## src/block_range_compare_map.vh

```
`ifndef BLOCK_RANGE_COMPARE_MAP_VH
`define BLOCK_RANGE_COMPARE_MAP_VH

// Word and data area geometry.
`define WORD_W        16
`define ADDR_W        5
`define DATA_WORDS    32
`define DATA_LAST     5'h1f
`define BASE_MAX      14'h000d
`define DIGIT_MAX     4'h9
`define RANGE_MAX     4'h9
`define WORD_RESET    16'h0000

// Bit positions inside the dedicated flag word.
`define FLAG_GREATER  15
`define FLAG_EQUAL    14
`define FLAG_LESS     13
`define FLAG_ERROR    11

// Controller state codes, one-hot.
`define ST_IDLE       2'b01
`define ST_RUN        2'b10

`endif

```

## src/range_eval.v

```verilog
`timescale 1ns/100ps
`include "block_range_compare_map.vh"

// Tests one compare value against one lower/upper limit pair.
module range_eval
(
   input  wire [15:0] value_in,
   input  wire [15:0] lower_in,
   input  wire [15:0] upper_in,
   output reg         hit_out
);

   // Valid BCD orders the same way as plain binary, so the limits are
   // compared without converting them.
   always @*
   begin
      if (lower_in <= upper_in)
      begin
         // Equal limits fall here and match only their own value.
         hit_out = (value_in >= lower_in) && (value_in <= upper_in);
      end
      else
      begin
         // Reversed limits select everything outside the span.
         hit_out = (value_in >= lower_in) || (value_in <= upper_in);
      end
   end

endmodule

```

## src/block_range_compare.v

```verilog
// Operation
// - Word compare sets greater, equal or less flag from first versus second.
// - Flag-derived values change only on scans where a compare executes.
// - Execution condition off: no comparison, result flags keep their state.
// - Low BCD digit of the base word gives N; evaluate N+1 ranges.
// - Range k uses lower limit at base+2k+1, upper at base+2k+2.
// - Lower below upper: result bit set when value lies inclusively inside.
// - Lower above upper: result bit set when value lies outside the span.
// - Base or limit words changed mid-run: remaining ranges use new contents.
// - Raise error flag when indirect word is not BCD or past the area.
// - Block compare reruns every scan its condition is on, rewriting result unless it ends in error.
// - Error is reported on the error bit of the dedicated flag word.
`timescale 1ns/100ps
`include "block_range_compare_map.vh"

module block_range_compare
(
   input  wire        clk_in,
   input  wire        rstn_in,
   input  wire        exec_cond_in,
   input  wire        word_compare_op_in,
   input  wire [15:0] first_word_in,
   input  wire [15:0] second_word_in,
   input  wire        block_range_compare_op_in,
   input  wire [15:0] compare_value_in,
   input  wire [4:0]  block_base_word_in,
   input  wire        base_indirect_in,
   input  wire        wr_en_in,
   input  wire [4:0]  wr_addr_in,
   input  wire [15:0] wr_data_in,
   input  wire [4:0]  rd_addr_in,
   output reg  [15:0] rd_data_out,
   output reg         greater_flag_out,
   output reg         equal_flag_out,
   output reg         less_flag_out,
   output reg         error_flag_out,
   output reg  [15:0] flag_word_out,
   output reg  [15:0] result_out,
   output reg         result_valid_out,
   output reg         busy_out
);

   // Checks that all four nibbles of a word are decimal digits.
   function bcd_ok;
      input [15:0] w;
      begin
         bcd_ok = (w[15:12] <= `DIGIT_MAX) && (w[11:8] <= `DIGIT_MAX) &&
                  (w[7:4] <= `DIGIT_MAX) && (w[3:0] <= `DIGIT_MAX);
      end
   endfunction

   // Converts a four-digit BCD word to its binary value.
   function [13:0] bcd_value;
      input [15:0] w;
      begin
         bcd_value = {10'h000, w[15:12]} * 14'h03e8 +
                     {10'h000, w[11:8]} * 14'h0064 +
                     {10'h000, w[7:4]} * 14'h000a +
                     {10'h000, w[3:0]};
      end
   endfunction

   wire [15:0] data_word [0:`DATA_WORDS-1];
   reg  [1:0]  state;
   reg  [13:0] base_index;
   reg  [3:0]  range_index;
   reg  [15:0] value_held;
   reg  [15:0] result_acc;

   reg  [1:0]  next_state;
   reg  [13:0] next_base_index;
   reg  [3:0]  next_range_index;
   reg  [15:0] next_value_held;
   reg  [15:0] next_result_acc;
   reg  [15:0] next_result;
   reg         next_result_valid;
   reg         next_greater;
   reg         next_equal;
   reg         next_less;
   reg         next_error;

   wire        idle_now;
   wire        word_go;
   wire        block_go;
   wire [15:0] pointer_word;
   wire        pointer_ok;
   wire [13:0] start_index;
   wire        base_in_area;
   wire [15:0] base_word;
   wire [3:0]  range_count;
   wire [14:0] lower_index;
   wire [14:0] upper_index;
   wire        limits_in_area;
   wire [15:0] lower_word;
   wire [15:0] upper_word;
   wire        range_hit;
   wire [15:0] hit_mask;

   // Data word area: one register per word, written by the sequencer.
   genvar g;
   generate
      for (g = 0; g < `DATA_WORDS; g = g + 1)
      begin : gen_word
         reg [15:0] word;
         always @(posedge clk_in or negedge rstn_in)
         begin
            if (!rstn_in)
            begin
               word <= `WORD_RESET;
            end
            else if (wr_en_in && (wr_addr_in == g))
            begin
               word <= wr_data_in;
            end
         end
         assign data_word[g] = word;
      end
   endgenerate

   always @(posedge clk_in or negedge rstn_in)
   begin
      if (!rstn_in)
      begin
         rd_data_out <= `WORD_RESET;
      end
      else
      begin
         rd_data_out <= data_word[rd_addr_in];
      end
   end

   // Requests are taken only while idle and only with the condition on;
   // with the condition off nothing is evaluated and nothing is written.
   assign idle_now = (state == `ST_IDLE);
   assign word_go  = idle_now && word_compare_op_in && exec_cond_in;
   assign block_go = idle_now && !word_compare_op_in &&
                     block_range_compare_op_in && exec_cond_in;

   // Indirect base: the named word holds the base index in BCD.
   assign pointer_word = data_word[block_base_word_in];
   assign pointer_ok   = !base_indirect_in || bcd_ok(pointer_word);
   assign start_index  = base_indirect_in ? bcd_value(pointer_word) :
                                            {9'h000, block_base_word_in};

   // The base word and the limits are read live each cycle, so a write
   // landing during the run is seen by every later range.
   assign base_in_area = (base_index <= `BASE_MAX);
   assign base_word    = data_word[base_index[4:0]];
   assign range_count  = base_word[3:0];
   assign lower_index  = {1'b0, base_index} +
                         {10'h000, range_index, 1'b1};
   assign upper_index  = lower_index + 15'h0001;
   assign limits_in_area = (upper_index <= {10'h000, `DATA_LAST});
   assign lower_word   = data_word[lower_index[4:0]];
   assign upper_word   = data_word[upper_index[4:0]];

   range_eval u_range_eval
   (
      .value_in (value_held),
      .lower_in (lower_word),
      .upper_in (upper_word),
      .hit_out  (range_hit)
   );

   assign hit_mask = 16'h0001 << range_index;

   always @*
   begin
      next_state        = state;
      next_base_index   = base_index;
      next_range_index  = range_index;
      next_value_held   = value_held;
      next_result_acc   = result_acc;
      next_result       = result_out;
      next_result_valid = 1'b0;
      // Flags hold unless a compare actually executes this scan.
      next_greater      = greater_flag_out;
      next_equal        = equal_flag_out;
      next_less         = less_flag_out;
      next_error        = error_flag_out;
      case (state)
         `ST_IDLE:
         begin
            if (word_go)
            begin
               // One-cycle compare; exactly one flag comes up.
               next_greater = (first_word_in > second_word_in);
               next_equal   = (first_word_in == second_word_in);
               next_less    = (first_word_in < second_word_in);
               next_error   = 1'b0;
            end
            else if (block_go)
            begin
               if (!pointer_ok)
               begin
                  next_error = 1'b1;
               end
               else
               begin
                  next_state       = `ST_RUN;
                  next_base_index  = start_index;
                  next_range_index = 4'h0;
                  next_value_held  = compare_value_in;
                  // Every bit starts clear so bits past N read as zero.
                  next_result_acc  = 16'h0000;
               end
            end
         end
         `ST_RUN:
         begin
            if (!base_in_area || !limits_in_area ||
                (range_count > `RANGE_MAX))
            begin
               // A word past the area aborts the run; result is kept.
               next_state = `ST_IDLE;
               next_error = 1'b1;
            end
            else
            begin
               if (range_hit)
               begin
                  next_result_acc = result_acc | hit_mask;
               end
               if (range_index >= range_count)
               begin
                  // Last range done: the whole result word is rewritten.
                  next_state        = `ST_IDLE;
                  next_result       = next_result_acc;
                  next_result_valid = 1'b1;
                  next_error        = 1'b0;
               end
               else
               begin
                  next_range_index = range_index + 4'h1;
               end
            end
         end
         default:
         begin
            next_state = `ST_IDLE;
         end
      endcase
   end

   always @(posedge clk_in or negedge rstn_in)
   begin
      if (!rstn_in)
      begin
         state            <= `ST_IDLE;
         base_index       <= 14'h0000;
         range_index      <= 4'h0;
         value_held       <= `WORD_RESET;
         result_acc       <= `WORD_RESET;
         result_out       <= `WORD_RESET;
         result_valid_out <= 1'b0;
         busy_out         <= 1'b0;
         greater_flag_out <= 1'b0;
         equal_flag_out   <= 1'b0;
         less_flag_out    <= 1'b0;
         error_flag_out   <= 1'b0;
         flag_word_out    <= `WORD_RESET;
      end
      else
      begin
         state            <= next_state;
         base_index       <= next_base_index;
         range_index      <= next_range_index;
         value_held       <= next_value_held;
         result_acc       <= next_result_acc;
         result_out       <= next_result;
         result_valid_out <= next_result_valid;
         busy_out         <= (next_state == `ST_RUN);
         greater_flag_out <= next_greater;
         equal_flag_out   <= next_equal;
         less_flag_out    <= next_less;
         error_flag_out   <= next_error;
         flag_word_out                <= `WORD_RESET;
         flag_word_out[`FLAG_GREATER] <= next_greater;
         flag_word_out[`FLAG_EQUAL]   <= next_equal;
         flag_word_out[`FLAG_LESS]    <= next_less;
         flag_word_out[`FLAG_ERROR]   <= next_error;
      end
   end

endmodule

```

## config.mk

```make
export PLATFORM = sky130hd
export DESIGN_NAME = block_range_compare
export DESIGN_NICKNAME = d
export VERILOG_FILES = /design/src/range_eval.v /design/src/block_range_compare.v
export VERILOG_INCLUDE_DIRS = /design/src
export SDC_FILE = /design/constraint.sdc
export NUM_CORES = 2
export LEC_CHECK = 0
export BUFFER_PORTS_ARGS = -buffer_cell sky130_fd_sc_hd__buf_4
export CAP_MARGIN = 0
export CORE_MARGIN = 10
export CORE_UTILIZATION = 48
export CTS_CLUSTER_DIAMETER = 120
export CTS_CLUSTER_SIZE = 12
export DETAILED_ROUTE_END_ITERATION = 10
export PLACE_DENSITY = 0.65
export SLEW_MARGIN = 40
export SYNTH_ARGS = -nofsm -noshare
export SYNTH_HDL_FRONTEND = slang
export SYNTH_SLANG_ARGS = --single-unit
```

## constraint.sdc

```tcl
create_clock -name clk_in -period 7.9 [get_ports clk_in]
set_input_delay 2.37 -clock clk_in [delete_from_list [all_inputs] [get_ports clk_in]]
set_output_delay 2.37 -clock clk_in [all_outputs]
set_load 0.01 [all_outputs]
```

==> results_dict.tcl <==
set metrics [dict create \
    synthArstFlopShare 1.000 \
    reg2reg_to "result_out[14]$_DFFE_PN0P_" \
    cts.reportedPaths.clkPinSlew_ps 70 \
    synthTopCellsByArea "dfrtp_1 34%, mux4_2 32%, mux2_2 14%" \
    n_fill_cell 7388 \
    holdBufCountCts 0 \
    r2r_start "base_index[1]$_DFFE_PN0P_" \
    cp_common_cell "ha_1" \
    critPathSlowestCell "fa_1" \
    worstPathMaxFanout 18 \
    setup_tns_ps 0 \
    track_usage 0.2822 \
    path_class "in -> reg" \
    status "finished clean" \
    finalInstanceArea_um2 47870 \
    grt_overflow 0 \
    fp-row-count 110 \
    clock_skew_ps 29.16 \
    cts.path.max_buffers 3 \
    setup_viol 0 \
    cap_violations 0 \
    p_leak_uw 0.02001 \
    hold_path_depth 2 \
    met3_usage 0.09450 \
    die_y_um 321.4 \
    cts_resized 0 \
    synthToLayoutAreaGrowth_pct 9.776 \
    synth_warnings 0 \
    path_depth 22 \
    timing.fmax_mhz 137.8 \
    synth_area_um2 43600 \
    clk_latency_ps 650 \
    placed_area_um2 46280 \
    grt_pass1_vias 31900 \
    route.detailed.drc 0 \
    cts_htree_levels 2 \
    finalNetCount 3410 \
    endpoint_kind "register" \
    drtPass1Iterations 5 \
    pre_cts_ws_ps 27.05 \
    internal_power_uw 11480 \
    worstPathArrival_ps 7810 \
    pwr-share-clk 0.119 \
    cts_root_buf "clkbuf_16" \
    die-area_um2 103300 \
    peakVddDrop_v 0.0006042 \
    path_cells "buf_6 > buf_12 > mux4_2 > mux4_2 > mux2_2 > ha_1 > ha_1 > fa_1 > inv_1 > fa_1 > inv_1 > ha_1 > ha_1 > nor2b_1 > o21ai_0 > a21boi_0 > o21ai_0 > nand2b_1 > a31oi_1 > o21ai_1 > xnor2_1 > o21ai_0" \
    ys_ff_latch 602 \
    yosysTopAreaCellShare 0.3449 \
    hold_viol_final 0 \
    power_frac_comb 0.660 \
    switching_share 0.4478 \
    cts_tree "yes" \
    hold_class "reg -> reg" \
    coreArea_um2 90010 \
    ant_nets 0 \
    ys_seq_area_frac 0.3455 \
    cts.sinks 602 \
    numCtsBuffers 56 \
    synthCells 3154 \
    slew_violations 0 \
    dp.final_hpwl_mm 94.48 \
    grt_pass1_wl_mm 218.3 \
    place.gp.congestion 0.9099 \
    switchingPower_uw 9305 \
    r2r_cells 20 \
    r2r_slack_ps 1240 \
    synth_edf_count 0 \
    ys_dominant_reg_cell "dfrtp_1" \
    grtUsageMet2 0.4278 \
    antenna_found_initial 9 \
    syn-mean-instance-area_um2 13.82 \
    tightest_slew_ps 956.6 \
    period_share 0.9187 \
    top_usage_layer "met2" \
    seqPwrFrac 0.220 \
    rsz0062_at_grt "no" \
    start_kind "input port" \
    vias_per_cell 7.178 \
    layout-drive-gt1-share 0.4846 \
    grt_max_degree 162 \
    fin_crit_ps 7257 \
    critical_path_buf_inv_count 4 \
    yosys.area.top_type "dfrtp_1" \
    crit_start "block_base_word_in[0]" \
    synth.distinct_cells 66 \
    cp_top_family "adder cells" \
    wl_per_cell_um 33.55 \
    grtUsageMet1 0.3619 \
    setup.worst_path.end "base_index[13]$_DFFE_PN0P_" \
    wl_mm 146.3 \
    utilization 0.5318 \
    io_pins 140 \
    slew_headroom 0.3623 \
    powerDensity_nw_per_um2 434.1 \
    post_cts_buffers 0 \
    max_stage_delay_ps 560 \
    layout_setup_ws_ps 642.6 \
    die_w_um 321.4 \
    portBuffers 127 \
    initial_core_util 0.4844 \
    worst_ep_required_time_ps 8450 \
    num_vias 31310 \
    drt-initial-drc-count 3447 \
]
==> registers in the layout, indices dropped and copies added (netlist names) <==
register and flops:
gen_word.word 512, value_held 16, result_acc 16, rd_data_out 16, range_index 4, busy_out 1
result_out 16, flag_word_out 4, state 2, base_index 14, result_valid_out 1
==> worst min path at each step <==
| stage | from | to | slack [ps] |
|---|---|---|---|
| floorplan | base_index[7]$_DFFE_PN0P_ | base_index[7]$_DFFE_PN0P_ | 440 |
| global placement | base_index[8]$_DFFE_PN0P_ | base_index[8]$_DFFE_PN0P_ | 470 |
| detailed placement | base_index[8]$_DFFE_PN0P_ | base_index[8]$_DFFE_PN0P_ | 470 |
| CTS | base_index[8]$_DFFE_PN0P_ | base_index[8]$_DFFE_PN0P_ | 480 |
| global route | base_index[12]$_DFFE_PN0P_ | base_index[12]$_DFFE_PN0P_ | 510 |
| finish | base_index[8]$_DFFE_PN0P_ | base_index[8]$_DFFE_PN0P_ | 480 |
==> power groups by stage <==
stage                     Combinational, uW  Clock [uW]  Sequential (uW)
after global routing                  14700        2640             4660
after floorplan                        9580           0             4270
after global placement                13200           0             4520
after CTS                             13600        2520             4540
after detailed placement              13500           0             4590
final                                 13700        2480             4580
==> layout by cell type (no fill, tap or decap), types with 9 or more instances in the layout <==
master / instances
mux4_2: 619
dfrtp_1: 600
mux2_2: 558
nand2_1: 237
buf_4: 221
ha_1: 136
a21oi_1: 87
inv_1: 81
nand3_1: 68
nor2_1: 61
clkbuf_16: 57
mux2i_1: 49
o21ai_0: 44
a31oi_1: 31
a21o_1: 25
nand4_1: 18
fa_1: 17
buf_12: 16
nor2b_1: 14
nand2b_1: 13
xnor2_1: 13
conb_1: 12
o21a_1: 11
o211ai_1: 11
nor2_2: 11
clkbuf_1: 11
and2_1: 9
==> synthesized netlist by cell type, types with 16 or more instances <==
cell type  instances
ha_1             137
nand3_1           68
o21ai_0           46
dfrtp_1          601
clkbuf_1         209
buf_2             38
nor2b_1           16
a21o_1            25
xnor2_1           20
inv_1             83
mux2_2           558
nand4_1           18
nor2_1            74
nand2_1          240
buf_1             36
fa_1              18
buf_4             19
a31oi_1           31
a21oi_1           88
mux4_2           619
mux2i_1           51
==> cell families (layout without fill, tap and decap cells) <==
family | count (synthesis) | count (layout) | synth area share
adder cells (fa/ha/maj) | 155 | 155 | 0.04758
XOR/XNOR | 29 | 29 | 0.005825
multiplexers | 1228 | 1228 | 0.4755
AND/OR/NAND/NOR | 479 | 479 | 0.04933
other | 1 | 16 | 0.00008600
AO/OA/AOI/OAI | 271 | 271 | 0.03957
buffers and inverters | 389 | 406 | 0.03656
flip-flops | 602 | 602 | 0.3455
==> metal layers <==
metal	vias to the layer above	part of all wire	wire length (um)
met5	-	0.00047	69
met1	16490	0.37	54250
met4	10	0.056	8126
li1	12390	-	-
met3	431	0.12	17560
met2	1994	0.45	66340
==> layout make-up <==
| cell class | instances | area [um^2] | area share |
|---|---|---|---|
| multi-input combinational | 2174 | 27290 | 0.5701 |
| sequential | 602 | 15070 | 0.3148 |
| timing repair buffer | 250 | 2225 | 0.04648 |
| tap | 1176 | 1471 | 0.03074 |
| clock buffer | 67 | 1443 | 0.03014 |
| inverter | 85 | 319.1 | 0.006666 |
| clock inverter | 4 | 38.79 | 0.0008103 |
| antenna | 4 | 10.01 | 0.0002091 |
==> worst register-to-register path, cell delays in order (launching register included) <==
cell and delay, ps:
dfrtp_1 350, buf_4 280, inv_1 210, fa_4 590, xor2_4 220, xnor2_2 210, buf_12 410, buf_12 370
mux4_2 580, mux4_2 530, mux2i_1 160, buf_4 210, ha_1 290, a2111oi_0 450, a21oi_1 150, a2111oi_0 420
a2bb2oi_1 510, nor3b_2 90, buf_4 210, a31oi_1 200, a21oi_1 90
==> per-stage QoR <==
step | std cells | power [uW] | hold slack, ps
6_report | 4362 | 20780 | 482.2
5_1_grt | 4360 | 22000 | 513.6
4_1_cts | 4355 | 20620 | 482.3
3_5_place_dp | 4284 | 18110 | 466.3
3_3_place_gp | 4282 | 17670 | 466.5
2_1_floorplan | 3165 | 13850 | 444.1
(Power assumes the default switching activity.)
